==> src/rtl/osc_reset_buck_defs.svh <==
// named offsets, field positions, reset values and timing figures
`ifndef OSC_RESET_BUCK_DEFS_SVH
`define OSC_RESET_BUCK_DEFS_SVH
// ==================================================================
// register offsets
`define OFS_OSC_CLOCK_OUTPUT_CONTROL 9'h098
`define OFS_RESET_RELEASE_TIMER      9'h099
`define OFS_CONV3_CURRENT_LIMIT      9'h09A
`define OFS_CONV4_CURRENT_LIMIT      9'h09B
`define OFS_CONV12_CURRENT_LIMIT     9'h09C
`define OFS_CONV2_CONFIG             9'h09D
`define OFS_CONV1_CONFIG             9'h09E
`define OFS_CONV4_CONFIG             9'h09F
`define OFS_CONV3_CONFIG             9'h0A0
`define REG_RESET_VALUE              8'h00
`define RDATA_UNMAPPED               8'h00
// ==================================================================
// oscillator control fields
`define BIT_CLK_OUTPUT_ENABLE 7
`define BIT_RTC_CLOCK_GATE    6
`define BIT_OUT_CLOCK_GATE    5
`define BIT_DELAY_MODE        4
`define BIT_CRYSTAL_PRESENT   3
`define SETTLE_CODE_HI        2
`define SETTLE_CODE_LO        0
// ==================================================================
// reset timer fields
`define RESET_EVENT_HI 7
`define RESET_EVENT_LO 6
`define RESET_TIMER_HI 5
`define RESET_TIMER_LO 0
`define RESET_LINEAR_MAX   6'h1F
`define RESET_LONG_SCALE   11'h020
`define RESET_LONG_BASE    11'h01F
// ==================================================================
// converter fields
`define LIMIT_LO_HI    3
`define LIMIT_LO_LO    0
`define LIMIT_HI_HI    7
`define LIMIT_HI_LO    4
`define OP_SELECT_HI   7
`define OP_SELECT_LO   6
`define BIT_PULLDOWN_OFF      5
`define BIT_TERMINATION_MODE  4
`define BIT_TERMINATION_REF   3
`define LIMIT_BASE_CONV3_MA   13'd1700
`define LIMIT_BASE_MA         13'd700
`define LIMIT_STEP_MA         13'd100
// ==================================================================
// timing: settle times in ms, reset tick 1.024 ms, clock 50 MHz
`define CLK_MHZ              50
`define RESET_TICK_US        1024
`define SETTLE_TICK_US       1000
`define SETTLE_MS_1          12'd520
`define SETTLE_MS_2          12'd1000
`define SETTLE_MS_3          12'd1500
`define SETTLE_MS_4          12'd2100
`define SETTLE_MS_5          12'd2600
`define SETTLE_MS_6          12'd3100
`define SETTLE_MS_7          12'd3600
`define OSC_EDGES_BEFORE_START 2'd2
`define STRAP_SYNC_WAIT        2'd2
`endif

==> src/rtl/osc_reset_buck_pkg.sv <==
// types shared by the oscillator, reset-release and converter control slice
package osc_reset_buck_pkg;
  // ================================================================
  // converter operation
  typedef enum logic [1:0] {
    OP_FOLLOW_SLEEP = 2'h0,
    OP_PULSE_SLEEP  = 2'h1,
    OP_SYNC_SWITCH  = 2'h2,
    OP_AUTOMATIC    = 2'h3
  } op_select_t;

  typedef enum logic [1:0] {
    START_EXTERNAL_WAKE = 2'h0,
    START_SYSTEM_UP     = 2'h1,
    START_POWERUP       = 2'h2,
    START_RESET_EXIT    = 2'h3
  } reset_start_t;

  typedef enum logic [3:0] {
    OSC_OFF    = 4'h1,
    OSC_EDGES  = 4'h2,
    OSC_SETTLE = 4'h4,
    OSC_READY  = 4'h8
  } osc_state_t;

  typedef enum logic [2:0] {
    RST_HOLD     = 3'h1,
    RST_COUNT    = 3'h2,
    RST_RELEASED = 3'h4
  } rst_state_t;

  // ================================================================
  // per-converter control bundle
  typedef struct packed {
    logic [12:0] limit_ma;
    op_select_t  op_mode;
    logic        pulldown_on;
  } conv_ctrl_t;

  // ================================================================
  // per-converter status from the power stage
  typedef struct packed {
    logic enabled;
    logic sleep_setting_a;
    logic sleep_setting_b;
    logic setting_b_active;
  } conv_status_t;
endpackage : osc_reset_buck_pkg

==> src/rtl/osc_reset_buck_config.sv <==
// oscillator, reset-release timer and converter configuration registers
`timescale 1ns/1ps
`include "osc_reset_buck_defs.svh"

module osc_reset_buck_config
  import osc_reset_buck_pkg::*;
#(
  parameter int SETTLE_TICK_CYCLES = `SETTLE_TICK_US * `CLK_MHZ,
  parameter int RESET_TICK_CYCLES  = `RESET_TICK_US * `CLK_MHZ
) (
  input  wire logic         clk,
  input  wire logic         reset_n,
  input  wire logic [8:0]   reg_addr,
  input  wire logic         reg_write,
  input  wire logic [7:0]   reg_wdata,
  output logic      [7:0]   reg_rdata,
  input  wire logic         osc_signal_in,
  input  wire logic         osc_switched_on,
  input  wire logic         crystal_strap_in,
  input  wire logic         seq_clock_step_reached,
  input  wire logic         clk_output_pause_active,
  input  wire logic         external_wake,
  input  wire logic         system_powerup_request,
  input  wire logic         powerup_request,
  input  wire logic         reset_mode_exit,
  input  wire logic         reset_mode_enter,
  input  wire logic         full_current_mode,
  input  conv_status_t [3:0] conv_status,
  output logic              rtc_counter_clock_enable,
  output logic              slow_clock_output_function,
  output logic              osc_settled,
  output logic              system_reset_out_n,
  output conv_ctrl_t [3:0]  conv_ctrl,
  output logic              termination_mode_enable,
  output logic              termination_reference_enable
);

  // ================================================================
  // register storage, converter index 0..3 is conv1..conv4
  logic [7:0] osc_clock_output_control;
  logic [7:0] reset_release_timer;
  logic [7:0] conv3_current_limit;
  logic [7:0] conv4_current_limit;
  logic [7:0] conv12_current_limit;
  logic [7:0] conv_config [4];

  // reserved bits are kept whole so software reads back what it wrote
  always_ff @(posedge clk or negedge reset_n)
  begin
    if (!reset_n)
    begin
      reset_release_timer  <= `REG_RESET_VALUE;
      conv3_current_limit  <= `REG_RESET_VALUE;
      conv4_current_limit  <= `REG_RESET_VALUE;
      conv12_current_limit <= `REG_RESET_VALUE;
      for (int i = 0; i < 4; i++)
        conv_config[i] <= `REG_RESET_VALUE;
    end
    else if (reg_write)
    begin
      unique case (reg_addr)
        `OFS_RESET_RELEASE_TIMER:  reset_release_timer  <= reg_wdata;
        `OFS_CONV3_CURRENT_LIMIT:  conv3_current_limit  <= reg_wdata;
        `OFS_CONV4_CURRENT_LIMIT:  conv4_current_limit  <= reg_wdata;
        `OFS_CONV12_CURRENT_LIMIT: conv12_current_limit <= reg_wdata;
        `OFS_CONV1_CONFIG:         conv_config[0]       <= reg_wdata;
        `OFS_CONV2_CONFIG:         conv_config[1]       <= reg_wdata;
        `OFS_CONV3_CONFIG:         conv_config[2]       <= reg_wdata;
        `OFS_CONV4_CONFIG:         conv_config[3]       <= reg_wdata;
        default:                   ;
      endcase
    end
  end

  // ================================================================
  // crystal strap: synchronised, then loaded once after reset release
  logic       strap_s1;
  logic       strap_s2;
  logic [1:0] strap_wait;
  logic       strap_loaded;

  always_ff @(posedge clk or negedge reset_n)
  begin
    if (!reset_n)
    begin
      strap_s1 <= 1'b0;
      strap_s2 <= 1'b0;
    end
    else
    begin
      strap_s1 <= crystal_strap_in;
      strap_s2 <= strap_s1;
    end
  end

  // wait for the synchroniser to fill before trusting the strap
  always_ff @(posedge clk or negedge reset_n)
  begin
    if (!reset_n)
    begin
      strap_wait   <= 2'h0;
      strap_loaded <= 1'b0;
    end
    else if (!strap_loaded)
    begin
      if (strap_wait == `STRAP_SYNC_WAIT)
        strap_loaded <= 1'b1;
      else
        strap_wait <= strap_wait + 2'h1;
    end
  end

  always_ff @(posedge clk or negedge reset_n)
  begin
    if (!reset_n)
      osc_clock_output_control <= `REG_RESET_VALUE;
    else if (!strap_loaded && strap_wait == `STRAP_SYNC_WAIT)
      osc_clock_output_control[`BIT_CRYSTAL_PRESENT] <= strap_s2;
    else if (reg_write && reg_addr == `OFS_OSC_CLOCK_OUTPUT_CONTROL)
      osc_clock_output_control <= reg_wdata;
  end

  // ================================================================
  // register read, one cycle after the address
  always_ff @(posedge clk or negedge reset_n)
  begin
    if (!reset_n)
      reg_rdata <= `RDATA_UNMAPPED;
    else
    begin
      unique case (reg_addr)
        `OFS_OSC_CLOCK_OUTPUT_CONTROL: reg_rdata <= osc_clock_output_control;
        `OFS_RESET_RELEASE_TIMER:      reg_rdata <= reset_release_timer;
        `OFS_CONV3_CURRENT_LIMIT:      reg_rdata <= conv3_current_limit;
        `OFS_CONV4_CURRENT_LIMIT:      reg_rdata <= conv4_current_limit;
        `OFS_CONV12_CURRENT_LIMIT:     reg_rdata <= conv12_current_limit;
        `OFS_CONV1_CONFIG:             reg_rdata <= conv_config[0];
        `OFS_CONV2_CONFIG:             reg_rdata <= conv_config[1];
        `OFS_CONV3_CONFIG:             reg_rdata <= conv_config[2];
        `OFS_CONV4_CONFIG:             reg_rdata <= conv_config[3];
        default:                       reg_rdata <= `RDATA_UNMAPPED;
      endcase
    end
  end

  // ================================================================
  // oscillator edge detection, the pin is asynchronous
  logic osc_s1;
  logic osc_s2;
  logic osc_s3;
  logic osc_fall;

  always_ff @(posedge clk or negedge reset_n)
  begin
    if (!reset_n)
    begin
      osc_s1 <= 1'b0;
      osc_s2 <= 1'b0;
      osc_s3 <= 1'b0;
    end
    else
    begin
      osc_s1 <= osc_signal_in;
      osc_s2 <= osc_s1;
      osc_s3 <= osc_s2;
    end
  end

  assign osc_fall = osc_s3 & ~osc_s2;

  // ================================================================
  // stabilisation timer
  function automatic logic [11:0] settle_ms(input logic [2:0] code);
    unique case (code)
      3'h1:    settle_ms = `SETTLE_MS_1;
      3'h2:    settle_ms = `SETTLE_MS_2;
      3'h3:    settle_ms = `SETTLE_MS_3;
      3'h4:    settle_ms = `SETTLE_MS_4;
      3'h5:    settle_ms = `SETTLE_MS_5;
      3'h6:    settle_ms = `SETTLE_MS_6;
      3'h7:    settle_ms = `SETTLE_MS_7;
      default: settle_ms = 12'h000;
    endcase
  endfunction : settle_ms

  osc_state_t  osc_state;
  logic [1:0]  osc_edge_cnt;
  logic [31:0] settle_cnt;
  logic [31:0] settle_target;
  logic [2:0]  settle_code;

  assign settle_code   = osc_clock_output_control[`SETTLE_CODE_HI:`SETTLE_CODE_LO];
  // code 000 gives a zero target, so the timer ends at once
  assign settle_target = 32'(settle_ms(settle_code)) * 32'(SETTLE_TICK_CYCLES);

  always_ff @(posedge clk or negedge reset_n)
  begin
    if (!reset_n)
    begin
      osc_state    <= OSC_OFF;
      osc_edge_cnt <= 2'h0;
      settle_cnt   <= 32'h0;
    end
    else if (!osc_switched_on)
      osc_state <= OSC_OFF;
    else
    begin
      unique case (osc_state)
        OSC_OFF:
        begin
          osc_edge_cnt <= 2'h0;
          settle_cnt   <= 32'h0;
          if (osc_clock_output_control[`BIT_DELAY_MODE])
            osc_state <= OSC_SETTLE;
          else
            osc_state <= OSC_EDGES;
        end
        OSC_EDGES:
          if (osc_fall)
          begin
            if (osc_edge_cnt == `OSC_EDGES_BEFORE_START)
              osc_state <= OSC_SETTLE;
            else
              osc_edge_cnt <= osc_edge_cnt + 2'h1;
          end
        OSC_SETTLE:
          if (settle_cnt >= settle_target)
            osc_state <= OSC_READY;
          else
            settle_cnt <= settle_cnt + 32'h1;
        OSC_READY:
          ;
      endcase
    end
  end

  // ================================================================
  // clock enables: sequencer step, gating and output bits combined
  // gating only holds the clocks back; it never stops a settled clock
  always_ff @(posedge clk or negedge reset_n)
  begin
    if (!reset_n)
    begin
      osc_settled                <= 1'b0;
      rtc_counter_clock_enable   <= 1'b0;
      slow_clock_output_function <= 1'b0;
    end
    else
    begin
      osc_settled <= (osc_state == OSC_READY);
      rtc_counter_clock_enable <= seq_clock_step_reached && osc_switched_on
        && (!osc_clock_output_control[`BIT_RTC_CLOCK_GATE]
            || osc_state == OSC_READY);
      slow_clock_output_function <= seq_clock_step_reached && osc_switched_on
        && osc_clock_output_control[`BIT_CLK_OUTPUT_ENABLE]
        && !clk_output_pause_active
        && (!osc_clock_output_control[`BIT_OUT_CLOCK_GATE]
            || osc_state == OSC_READY);
    end
  end

  // ================================================================
  // reset-release timer
  reset_start_t rst_event_sel;
  logic [5:0]   rst_code;
  logic         rst_event;
  logic [10:0]  rst_target;
  logic [10:0]  rst_tick_cnt;
  logic [31:0]  rst_prescale;
  rst_state_t   rst_state;

  assign rst_event_sel = reset_start_t'(reset_release_timer[`RESET_EVENT_HI:`RESET_EVENT_LO]);
  assign rst_code      = reset_release_timer[`RESET_TIMER_HI:`RESET_TIMER_LO];

  always_comb
  begin
    unique case (rst_event_sel)
      START_EXTERNAL_WAKE: rst_event = external_wake;
      START_SYSTEM_UP:     rst_event = system_powerup_request;
      START_POWERUP:       rst_event = powerup_request;
      START_RESET_EXIT:    rst_event = reset_mode_exit;
    endcase
  end

  // long codes step by 32 ticks
  assign rst_target = (rst_code <= `RESET_LINEAR_MAX) ? {5'h00, rst_code}
                    : 11'((11'(rst_code) - `RESET_LONG_BASE) * `RESET_LONG_SCALE);

  always_ff @(posedge clk or negedge reset_n)
  begin
    if (!reset_n)
    begin
      rst_state    <= RST_HOLD;
      rst_tick_cnt <= 11'h000;
      rst_prescale <= 32'h0;
    end
    else if (reset_mode_enter)
      rst_state <= RST_HOLD;
    else
    begin
      unique case (rst_state)
        RST_HOLD:
        begin
          rst_tick_cnt <= 11'h000;
          rst_prescale <= 32'h0;
          if (rst_event)
          begin
            if (rst_code == 6'h00)
              rst_state <= RST_RELEASED;
            else
              rst_state <= RST_COUNT;
          end
        end
        RST_COUNT:
          if (rst_prescale == 32'(RESET_TICK_CYCLES - 1))
          begin
            rst_prescale <= 32'h0;
            if (rst_tick_cnt + 11'h001 >= rst_target)
              rst_state <= RST_RELEASED;
            else
              rst_tick_cnt <= rst_tick_cnt + 11'h001;
          end
          else
            rst_prescale <= rst_prescale + 32'h1;
        RST_RELEASED:
          ;
      endcase
    end
  end

  always_ff @(posedge clk or negedge reset_n)
  begin
    if (!reset_n)
      system_reset_out_n <= 1'b0;
    else
      system_reset_out_n <= (rst_state == RST_RELEASED);
  end

  // ================================================================
  // converter controls
  logic [3:0] limit_code [4];

  assign limit_code[0] = conv12_current_limit[`LIMIT_LO_HI:`LIMIT_LO_LO];
  assign limit_code[1] = conv12_current_limit[`LIMIT_HI_HI:`LIMIT_HI_LO];
  assign limit_code[2] = conv3_current_limit[`LIMIT_LO_HI:`LIMIT_LO_LO];
  assign limit_code[3] = conv4_current_limit[`LIMIT_LO_HI:`LIMIT_LO_LO];

  for (genvar g = 0; g < 4; g++)
  begin : g_conv
    logic [12:0] base_ma;
    logic [12:0] nominal_ma;
    op_select_t  sel;
    logic        active_sleep;

    assign base_ma    = (g == 2) ? `LIMIT_BASE_CONV3_MA : `LIMIT_BASE_MA;
    assign nominal_ma = base_ma + 13'(limit_code[g] * `LIMIT_STEP_MA);
    assign sel        = op_select_t'(conv_config[g][`OP_SELECT_HI:`OP_SELECT_LO]);
    assign active_sleep = conv_status[g].setting_b_active ? conv_status[g].sleep_setting_b
                                                          : conv_status[g].sleep_setting_a;

    always_ff @(posedge clk or negedge reset_n)
    begin
      if (!reset_n)
        conv_ctrl[g] <= '{limit_ma: 13'h0000, op_mode: OP_SYNC_SWITCH, pulldown_on: 1'b0};
      else
      begin
        // full-current doubling only applies to the dual-phase pair
        if (g < 2 && full_current_mode)
          conv_ctrl[g].limit_ma <= 13'(nominal_ma << 1);
        else
          conv_ctrl[g].limit_ma <= nominal_ma;
        if (sel == OP_FOLLOW_SLEEP)
          conv_ctrl[g].op_mode <= active_sleep ? OP_PULSE_SLEEP
                                               : OP_SYNC_SWITCH;
        else
          conv_ctrl[g].op_mode <= sel;
        conv_ctrl[g].pulldown_on <= !conv_status[g].enabled
                                    && !conv_config[g][`BIT_PULLDOWN_OFF];
      end
    end
  end

  always_ff @(posedge clk or negedge reset_n)
  begin
    if (!reset_n)
    begin
      termination_mode_enable      <= 1'b0;
      termination_reference_enable <= 1'b0;
    end
    else
    begin
      termination_mode_enable      <= conv_config[3][`BIT_TERMINATION_MODE];
      termination_reference_enable <= conv_config[3][`BIT_TERMINATION_REF];
    end
  end

endmodule : osc_reset_buck_config

==> config.mk <==
export PLATFORM = sky130hd
export DESIGN_NAME = osc_reset_buck_config
export DESIGN_NICKNAME = d
export VERILOG_FILES = /design/src/rtl/osc_reset_buck_pkg.sv /design/src/rtl/osc_reset_buck_config.sv
export VERILOG_INCLUDE_DIRS = /design/src /design/src/rtl
export SDC_FILE = /design/constraint.sdc
export NUM_CORES = 1
export LEC_CHECK = 0
export ABC_AREA = 1
export BUFFER_PORTS_ARGS = -buffer_cell sky130_fd_sc_hd__clkbuf_2
export CAP_MARGIN = 0
export CORE_MARGIN = 2
export CORE_UTILIZATION = 40
export CTS_BUF_LIST = sky130_fd_sc_hd__clkbuf_8
export CTS_CLUSTER_SIZE = 28
export DETAILED_ROUTE_END_ITERATION = 10
export PLACE_DENSITY = 0.67
export SYNTH_ARGS = -nofsm -noshare
export SYNTH_HDL_FRONTEND = slang
export SYNTH_SLANG_ARGS = --single-unit
export TNS_END_PERCENT = 100
==> constraint.sdc <==
create_clock -name clk -period 4.75 [get_ports clk]
set_input_delay 0.475 -clock clk [delete_from_list [all_inputs] [get_ports clk]]
set_output_delay 0.475 -clock clk [all_outputs]
set_load 0.1 [all_outputs]
==> summary.txt, run 1 <==
top cells by count, synth = 540 x nand2_1, 268 x inv_1, 226 x dfrtp_1
DR iter-0 viols = 879
largest net degree at the start of global routing = 122
startpoint of the worst register-to-register path = osc_clock_output_control[2]
fmax = 198 MHz
Syn Area/Cell = 7.77 um2
n_diodes = 0
buffer depth of the longest clock path = 3
num ports = 125
final worst slack = -0.312 ns
leading area contributor after synthesis = dfrtp_1
minimum clock period = 5.06 ns
clk sinks = 232
Place WS = -0.454 ns
Port Buf Inserts = 114
outcome = finished with violations
Layout area overhead = 25.6%
gr ovfl total = 0
TritonCTS clock tree = done
Layout Skew = 0.0227 ns
Hold Slack = -0.0154 ns
post-layout util = 50.7%
Starting Density = 40.4%
count leader, synth = nand2_1
routability cong. = 0.914
Critical Path Slowest Stage Cell = fa_1
failing checks = hold timing, setup timing
post-route total power = 5520 uW
CTS root buf = clkbuf_8
Final ANT Viol Nets = 0
number of synthesized flops with an enable pin = 0
DRT Wirelength = 42400 um
Final setup viols = 36
Crit path arrival time = 5.60 ns
first-pass GRT wire length = 68600 um
Worst Setup SP = osc_clock_output_control[2]
hpwl dp = 30400 um
DR pass1 iterations = 6
Rel. slew slack = 14.4%
Synth Instances = 2005
Synth Flop Type = dfrtp_1
critical setup path kind = reg2reg
share of the clock period used by the worst path = 107%
post-synthesis register bit count = 232
mean routed wirelength per cell = 15.2 um
Synth top area share = 36.3%
Chip Width = 201 um
post-synthesis cell area = 0.0156 mm2
power density over the cells = 282 mW/mm2
Hold Vio Cnt, Final = 11
Pleak = 0.0101 uW
Synth area leaders = dfrtp_1 36%, nand2_1 13%, ha_1 12%, inv_1 6.5%, nand3_1 4.0%
initial antenna violation count = 0
max-cap violations = 0
die height = 201 um
DRC viols = 0
Top delay family on crit path = adder cells
Synth Warn # = 0
Largest stage delay, worst path = 0.51 ns
Crit path buffers/inverters = 8
worst-path maximum fanout = 11
Layout Nets = 2456
Final Max Tran Viols = 0
DR vias = 14000
CP endpoint kind = flop
vias per std cell = 5.00
Max IR drop VDD = 0.000230 V
layout cells sized above 1 = 22.1%
asr flop ratio synth = 100%
Die Area = 0.0405 mm2
hold crit path type = in2async
H-Tree Depth = 2
GRT Util Overall = 20.8%
worst endpoint required time = 5.29 ns
RSZ-0062 raised after global routing = yes
Num CTS Buffers = 44
CP Launch Type = flop
number of global-route vias before repair = 13700
Worst-Skew Late Latency = 0.62 ns
core area = 0.0386 mm2
Worst Tran Pin Value = 1.28 ns
Yosys cell types = 50
fraction of the yosys area taken by sequential cells = 37.3%
Reg clk slew, reported paths = 0.06 ns
# rows = 72
==> state kept, by name, indices dropped and copies added (netlist names), 8 cells and up <==
name,cells
reset_release_timer,8
conv_ctrl,54
conv4_current_limit,8
conv3_current_limit,8
conv_config,32
settle_cnt,32
rst_tick_cnt,11
rst_prescale,32
conv12_current_limit,8
osc_clock_output_control,8
reg_rdata,8
==> final timing paths <==
kind	to	slack, ns	depth (start not counted)
min in group clk	osc_state[0]	0.06	2
min	settle_cnt[21]	-0.02	1
max	settle_cnt[21]	-0.31	31
min reg2reg	strap_s2	0.35	0
max in group asynchronous	rst_prescale[1]	3.63	2
max reg2reg	settle_cnt[21]	-0.31	31
==> kinds of logic (layout without fill, tap and decap cells) <==
family          count (synthesis)  in the layout  synth area share [%]
xor+xnor                       85             85                  4.78
simple gates                  962            962                  27.0
other cells                     1             10                0.0241
flops                         232            232                  37.3
mux                             4              4                 0.289
compound gates                243            243                  8.66
buf+inv                       316            581                  8.13
fa+ha+maj                     162            162                  13.7
==> worst reg2reg max path: cells and delay by family, from the launching register on <==
family | cells | cell delay, ns
adder cells (fa/ha/maj) | 6 | 2.02
AND/OR/NAND/NOR | 14 | 1.17
buffers and inverters | 8 | 0.84
AO/OA/AOI/OAI | 3 | 0.51
flip-flops | 1 | 0.47
==> layout make-up <==
type / count / area, um2
inverters: 274 / 1050
flip-flops and latches: 232 / 5820
repair inverters: 2 / 22.5
repair buffers: 227 / 1580
fillers: 3636 / 19000
well taps: 518 / 648
clock buffers: 58 / 798
multi-input cells: 1466 / 9440
clock inverters: 20 / 201
==> cell usage in the layout, fill, tap and decap left out, drive strengths merged, types with 15 or more instances in the layout <==
master / n
ha: 147
nand2: 561
nor3: 49
fa: 15
nand4: 34
buf: 108
a21oi: 59
inv: 281
nand3: 127
clkbuf: 171
nor2: 173
o21ai: 143
xnor2: 31
dfrtp: 226
xor2: 54
==> repair_timing <==
item | 4_1_cts | 5_1_grt
resized for setup | 83 | 84
setup endpoints to repair | 36 | 36
endpoints found under the hold margin | 6 | 0
buffers inserted | 35 | 6
pin swaps | 31 | 46
cloned | 5 | 0
hold buffers | 6 | 0
==> per-stage QoR <==
step | TNS, ns | cell area, um2 | cells
CTS | -8.74 | 19100 | 2791
global route | -19.54 | 19600 | 2797
floorplan | 0 | 15900 | 2014
finish | -10.28 | 19600 | 2797
detailed placement | -14.66 | 17300 | 2667
global placement | -10.65 | 17300 | 2667
==> power breakdown <==
| part | switching, uW | leakage, uW | internal [uW] | total, uW |
|---|---|---|---|---|
| Clock | 926 | 0.000544 | 1270 | 2190 |
| Sequential | 53.6 | 0.00296 | 2080 | 2130 |
| Combinational | 899 | 0.00657 | 295 | 1190 |
==> routing by layer <==
layer  wire length (um)  part of all wire, %  up-vias  global-route usage [%]
met1              18600                   44     6590                    26.8
li1                   -                    -     6927                       -
met3               2120                  5.0       89                    3.81
met4               1280                  3.0        0                    7.38
met5                  0                    0        -                       0
met2              20400                   48      367                    35.1
Power figures use the tool's default switching activity.
==> inputs of run 2 (changes only) <==
--- a/config.mk
+++ b/config.mk
@@ -7,9 +7,8 @@
 export NUM_CORES = 1
 export LEC_CHECK = 0
 export ABC_AREA = 1
-export BUFFER_PORTS_ARGS = -buffer_cell sky130_fd_sc_hd__clkbuf_2
+export BUFFER_PORTS_ARGS = -buffer_cell sky130_fd_sc_hd__buf_2
 export CAP_MARGIN = 0
-export CORE_MARGIN = 2
 export CORE_UTILIZATION = 40
 export CTS_BUF_LIST = sky130_fd_sc_hd__clkbuf_8
 export CTS_CLUSTER_SIZE = 28
==> run 2 against run 1 <==
The run ends with setup timing left; global-route usage is 0.45 points higher; sequential cell count stayed put; first-iteration DRC count is 0.23% lower; via count is 0.21% higher; wire length is 1.5% lower; final area is 0.52% lower; worst setup slack worse by 0.062 ns; utilization is 0.44 points higher; sequential share of layout area is 0.15 points higher; clock power is 2% higher; critical path type unchanged.
==> summary.txt, run 2 (synthesis results as in run 1) <==
outcome = finished with violations
failing checks = setup timing
max-cap violations = 0 (unchanged)
number of global-route vias before repair = 13800 (+0.80%)
Chip Width = 199 um (-0.99%)
Largest stage delay, worst path = 0.54 ns (+0.03 ns)
DR vias = 14000 (+0.21%)
largest net degree at the start of global routing = 119 (-2.5%)
Top delay family on crit path = adder cells
Die Area = 0.0397 mm2 (-2.0%)
Port Buf Inserts = 114 (unchanged)
# rows = 71 (-1.4%)
Layout Skew = 0.0330 ns (+0.0103 ns)
post-route total power = 5540 uW (+0.38%)
Max IR drop VDD = 0.000342 V (+49%)
Reg clk slew, reported paths = 0.06 ns (about the same)
Layout Nets = 2465 (+0.37%)
most used cell, CP = nand2_1
first-pass GRT wire length = 67200 um (-2.0%)
Num CTS Buffers = 43 (-2.3%)
Rel. slew slack = 20.2% (+5.8 points)
CP Launch Type = flop
Layout area overhead = 24.9%
num ports = 125 (unchanged)
mean routed wirelength per cell = 14.9 um (-1.7%)
Sequential Power Share = 38.4% (-0.2 points)
H-Tree Depth = 2 (unchanged)
largest register by flop count = conv_ctrl
Register Area = 0.00582 mm2 (about the same)
fmax = 195 MHz (-1.2%)
hold crit path type = in2reg
footprint of the multi-input gates = 0.00926 mm2 (-1.9%)
n_diodes = 0 (unchanged)
number of flip-flops in the largest register = 54 (unchanged)
Final setup viols = 36 (unchanged)
buffer depth of the longest clock path = 3 (unchanged)
GRT Util Overall = 21.3% (+0.45 points)
Final ANT Viol Nets = 0 (unchanged)
TritonCTS clock tree = done
most common cell after layout, fill and taps aside = nand2_1
Place WS = -0.489 ns (-0.0352 ns)
power density over the cells = 285 mW/mm2 (+0.91%)
Hold Slack = 0.0543 ns (+0.0697 ns)
core area = 0.0380 mm2 (-1.4%)
final worst slack = -0.374 ns (-0.0618 ns)
worst endpoint required time = 5.22 ns (-0.07 ns)
DR pass1 iterations = 5 (-1)
internal power = 3680 uW (+1.1%)
RSZ-0062 raised after global routing = yes
die height = 199 um (-0.99%)
FILL cells = 3656 (+0.55%)
Crit path buffers/inverters = 5 (-3)
layout cells sized above 1 = 21.7% (-0.33 points)
clk sinks = 232 (unchanged)
switching power = 1860 uW (-1.0%)
CP endpoint kind = flop
routability cong. = 0.955 (+4.5%)
gr ovfl total = 0 (unchanged)
worst-path maximum fanout = 6 (-5)
Final Max Tran Viols = 0 (unchanged)
critical setup path kind = reg2reg
Pleak = 0.0101 uW (+0.39%)
Worst-Skew Late Latency = 0.62 ns (about the same)
hpwl dp = 30500 um (+0.41%)
most frequent cells in the layout = 499 x nand2_1, 269 x inv_1, 224 x dfrtp_1
Critical Path Slowest Stage Cell = fa_1
share of the clock period used by the worst path = 108% (+1.3 points)
DRC viols = 0 (unchanged)
post-route non-filler standard cell count = 2802 (+0.18%)
minimum clock period = 5.12 ns (+0.0618 ns)
CTS root buf = clkbuf_8
Comb power frac = 21.2% (-0.4 points)
vias per std cell = 5.00 (about the same)
Crit path arrival time = 5.60 ns (about the same)
DRT Wirelength = 41700 um (-1.5%)
Hold Vio Cnt, Final = 0 (-11)
Clk network pwr share = 40.4% (+0.6 points)
Post-Place Cells = 2667 (unchanged)
DR iter-0 viols = 877 (-0.23%)
Worst Tran Pin Value = 1.19 ns (-0.0865 ns)
Sw Share = 33.5% (-0.48 points)
Starting Density = 41.0% (+0.57 points)
initial antenna violation count = 1 (+1)
[run 2: cell types whose count changed in the layout (fill, tap and decap cells not counted), moves of 4 or more]
cell	change
buf_2	+113
clkbuf_2	-113
buf_4	+8
clkbuf_8	-7
ha_1	+7
inv_1	+7
ha_4	-6
nor2_1	-5
nor2_2	+5
a21oi_2	+4
clkbuf_16	+4
[run 2: layout make-up]
type	count	area share [%]
multi-input combinational	1466	47.6
tap	511	3.29
clock buffer	51	3.61
sequential	232	29.9
timing repair buffer	239	8.73
clock inverter	29	1.56
inverter	274	5.34
[run 2: per-layer routing]
metal	up-vias	track usage (%)	share of wire, %
met5	-	0	0
met4	0	8.01	3.0
met3	92	3.48	5.1
met2	400	36.6	49
met1	6582	26.5	43
li1	6928	-	-
[run 2: path summary, 6_finish.rpt]
path / start / to / slack (ns) / depth (start not counted)
worst max-delay path: osc_clock_output_control[0] / settle_cnt[11] / -0.37 / 31
worst min-delay path: osc_switched_on / osc_state[0] / 0.05 / 2
worst max register to register: osc_clock_output_control[0] / settle_cnt[11] / -0.37 / 31
worst min register to register: strap_s1 / strap_s2 / 0.34 / 0
max in group asynchronous: reset_n / rst_state[0] / 3.10 / 3
min in group asynchronous: reset_n / settle_cnt[5] / 0.57 / 2
[run 2: what timing repair did]
action / 4_1_cts / 5_1_grt
pin swaps: 36 / 36
cloned: 0 / 4
hold endpoints to repair: 62 / 0
setup buffers: 35 / 10
hold buffers: 7 / 0
endpoints found under the setup margin: 36 / 36
gates resized for setup: 55 / 72
[run 2: power groups by stage]
stage | Combinational [uW] | Sequential [uW] | Clock [uW]
floorplan | 484 | 2530 | 0
global placement | 1090 | 2160 | 0
detailed placement | 1100 | 2160 | 0
CTS | 1150 | 2130 | 2300
global route | 1270 | 2140 | 2380
finish | 1170 | 2130 | 2240
[run 2: worst register-to-register path, delay by kind of cell, from the launching register on]
family / cells / cell delay (ns)
fa+ha+maj: 7 / 2.24
buf+inv: 5 / 0.65
simple gates: 18 / 1.49
flops: 1 / 0.45
compound gates: 1 / 0.17
[run 2: metrics by stage]
step	area (um2)	utilization (%)	setup TNS (ns)
2_1_floorplan	15900	-	0
3_3_place_gp	17400	45.7	-9.71
3_5_place_dp	17400	45.7	-14.37
4_1_cts	19000	49.9	-8.10
5_1_grt	19500	51.2	-21.23
6_report	19500	51.2	-12.13
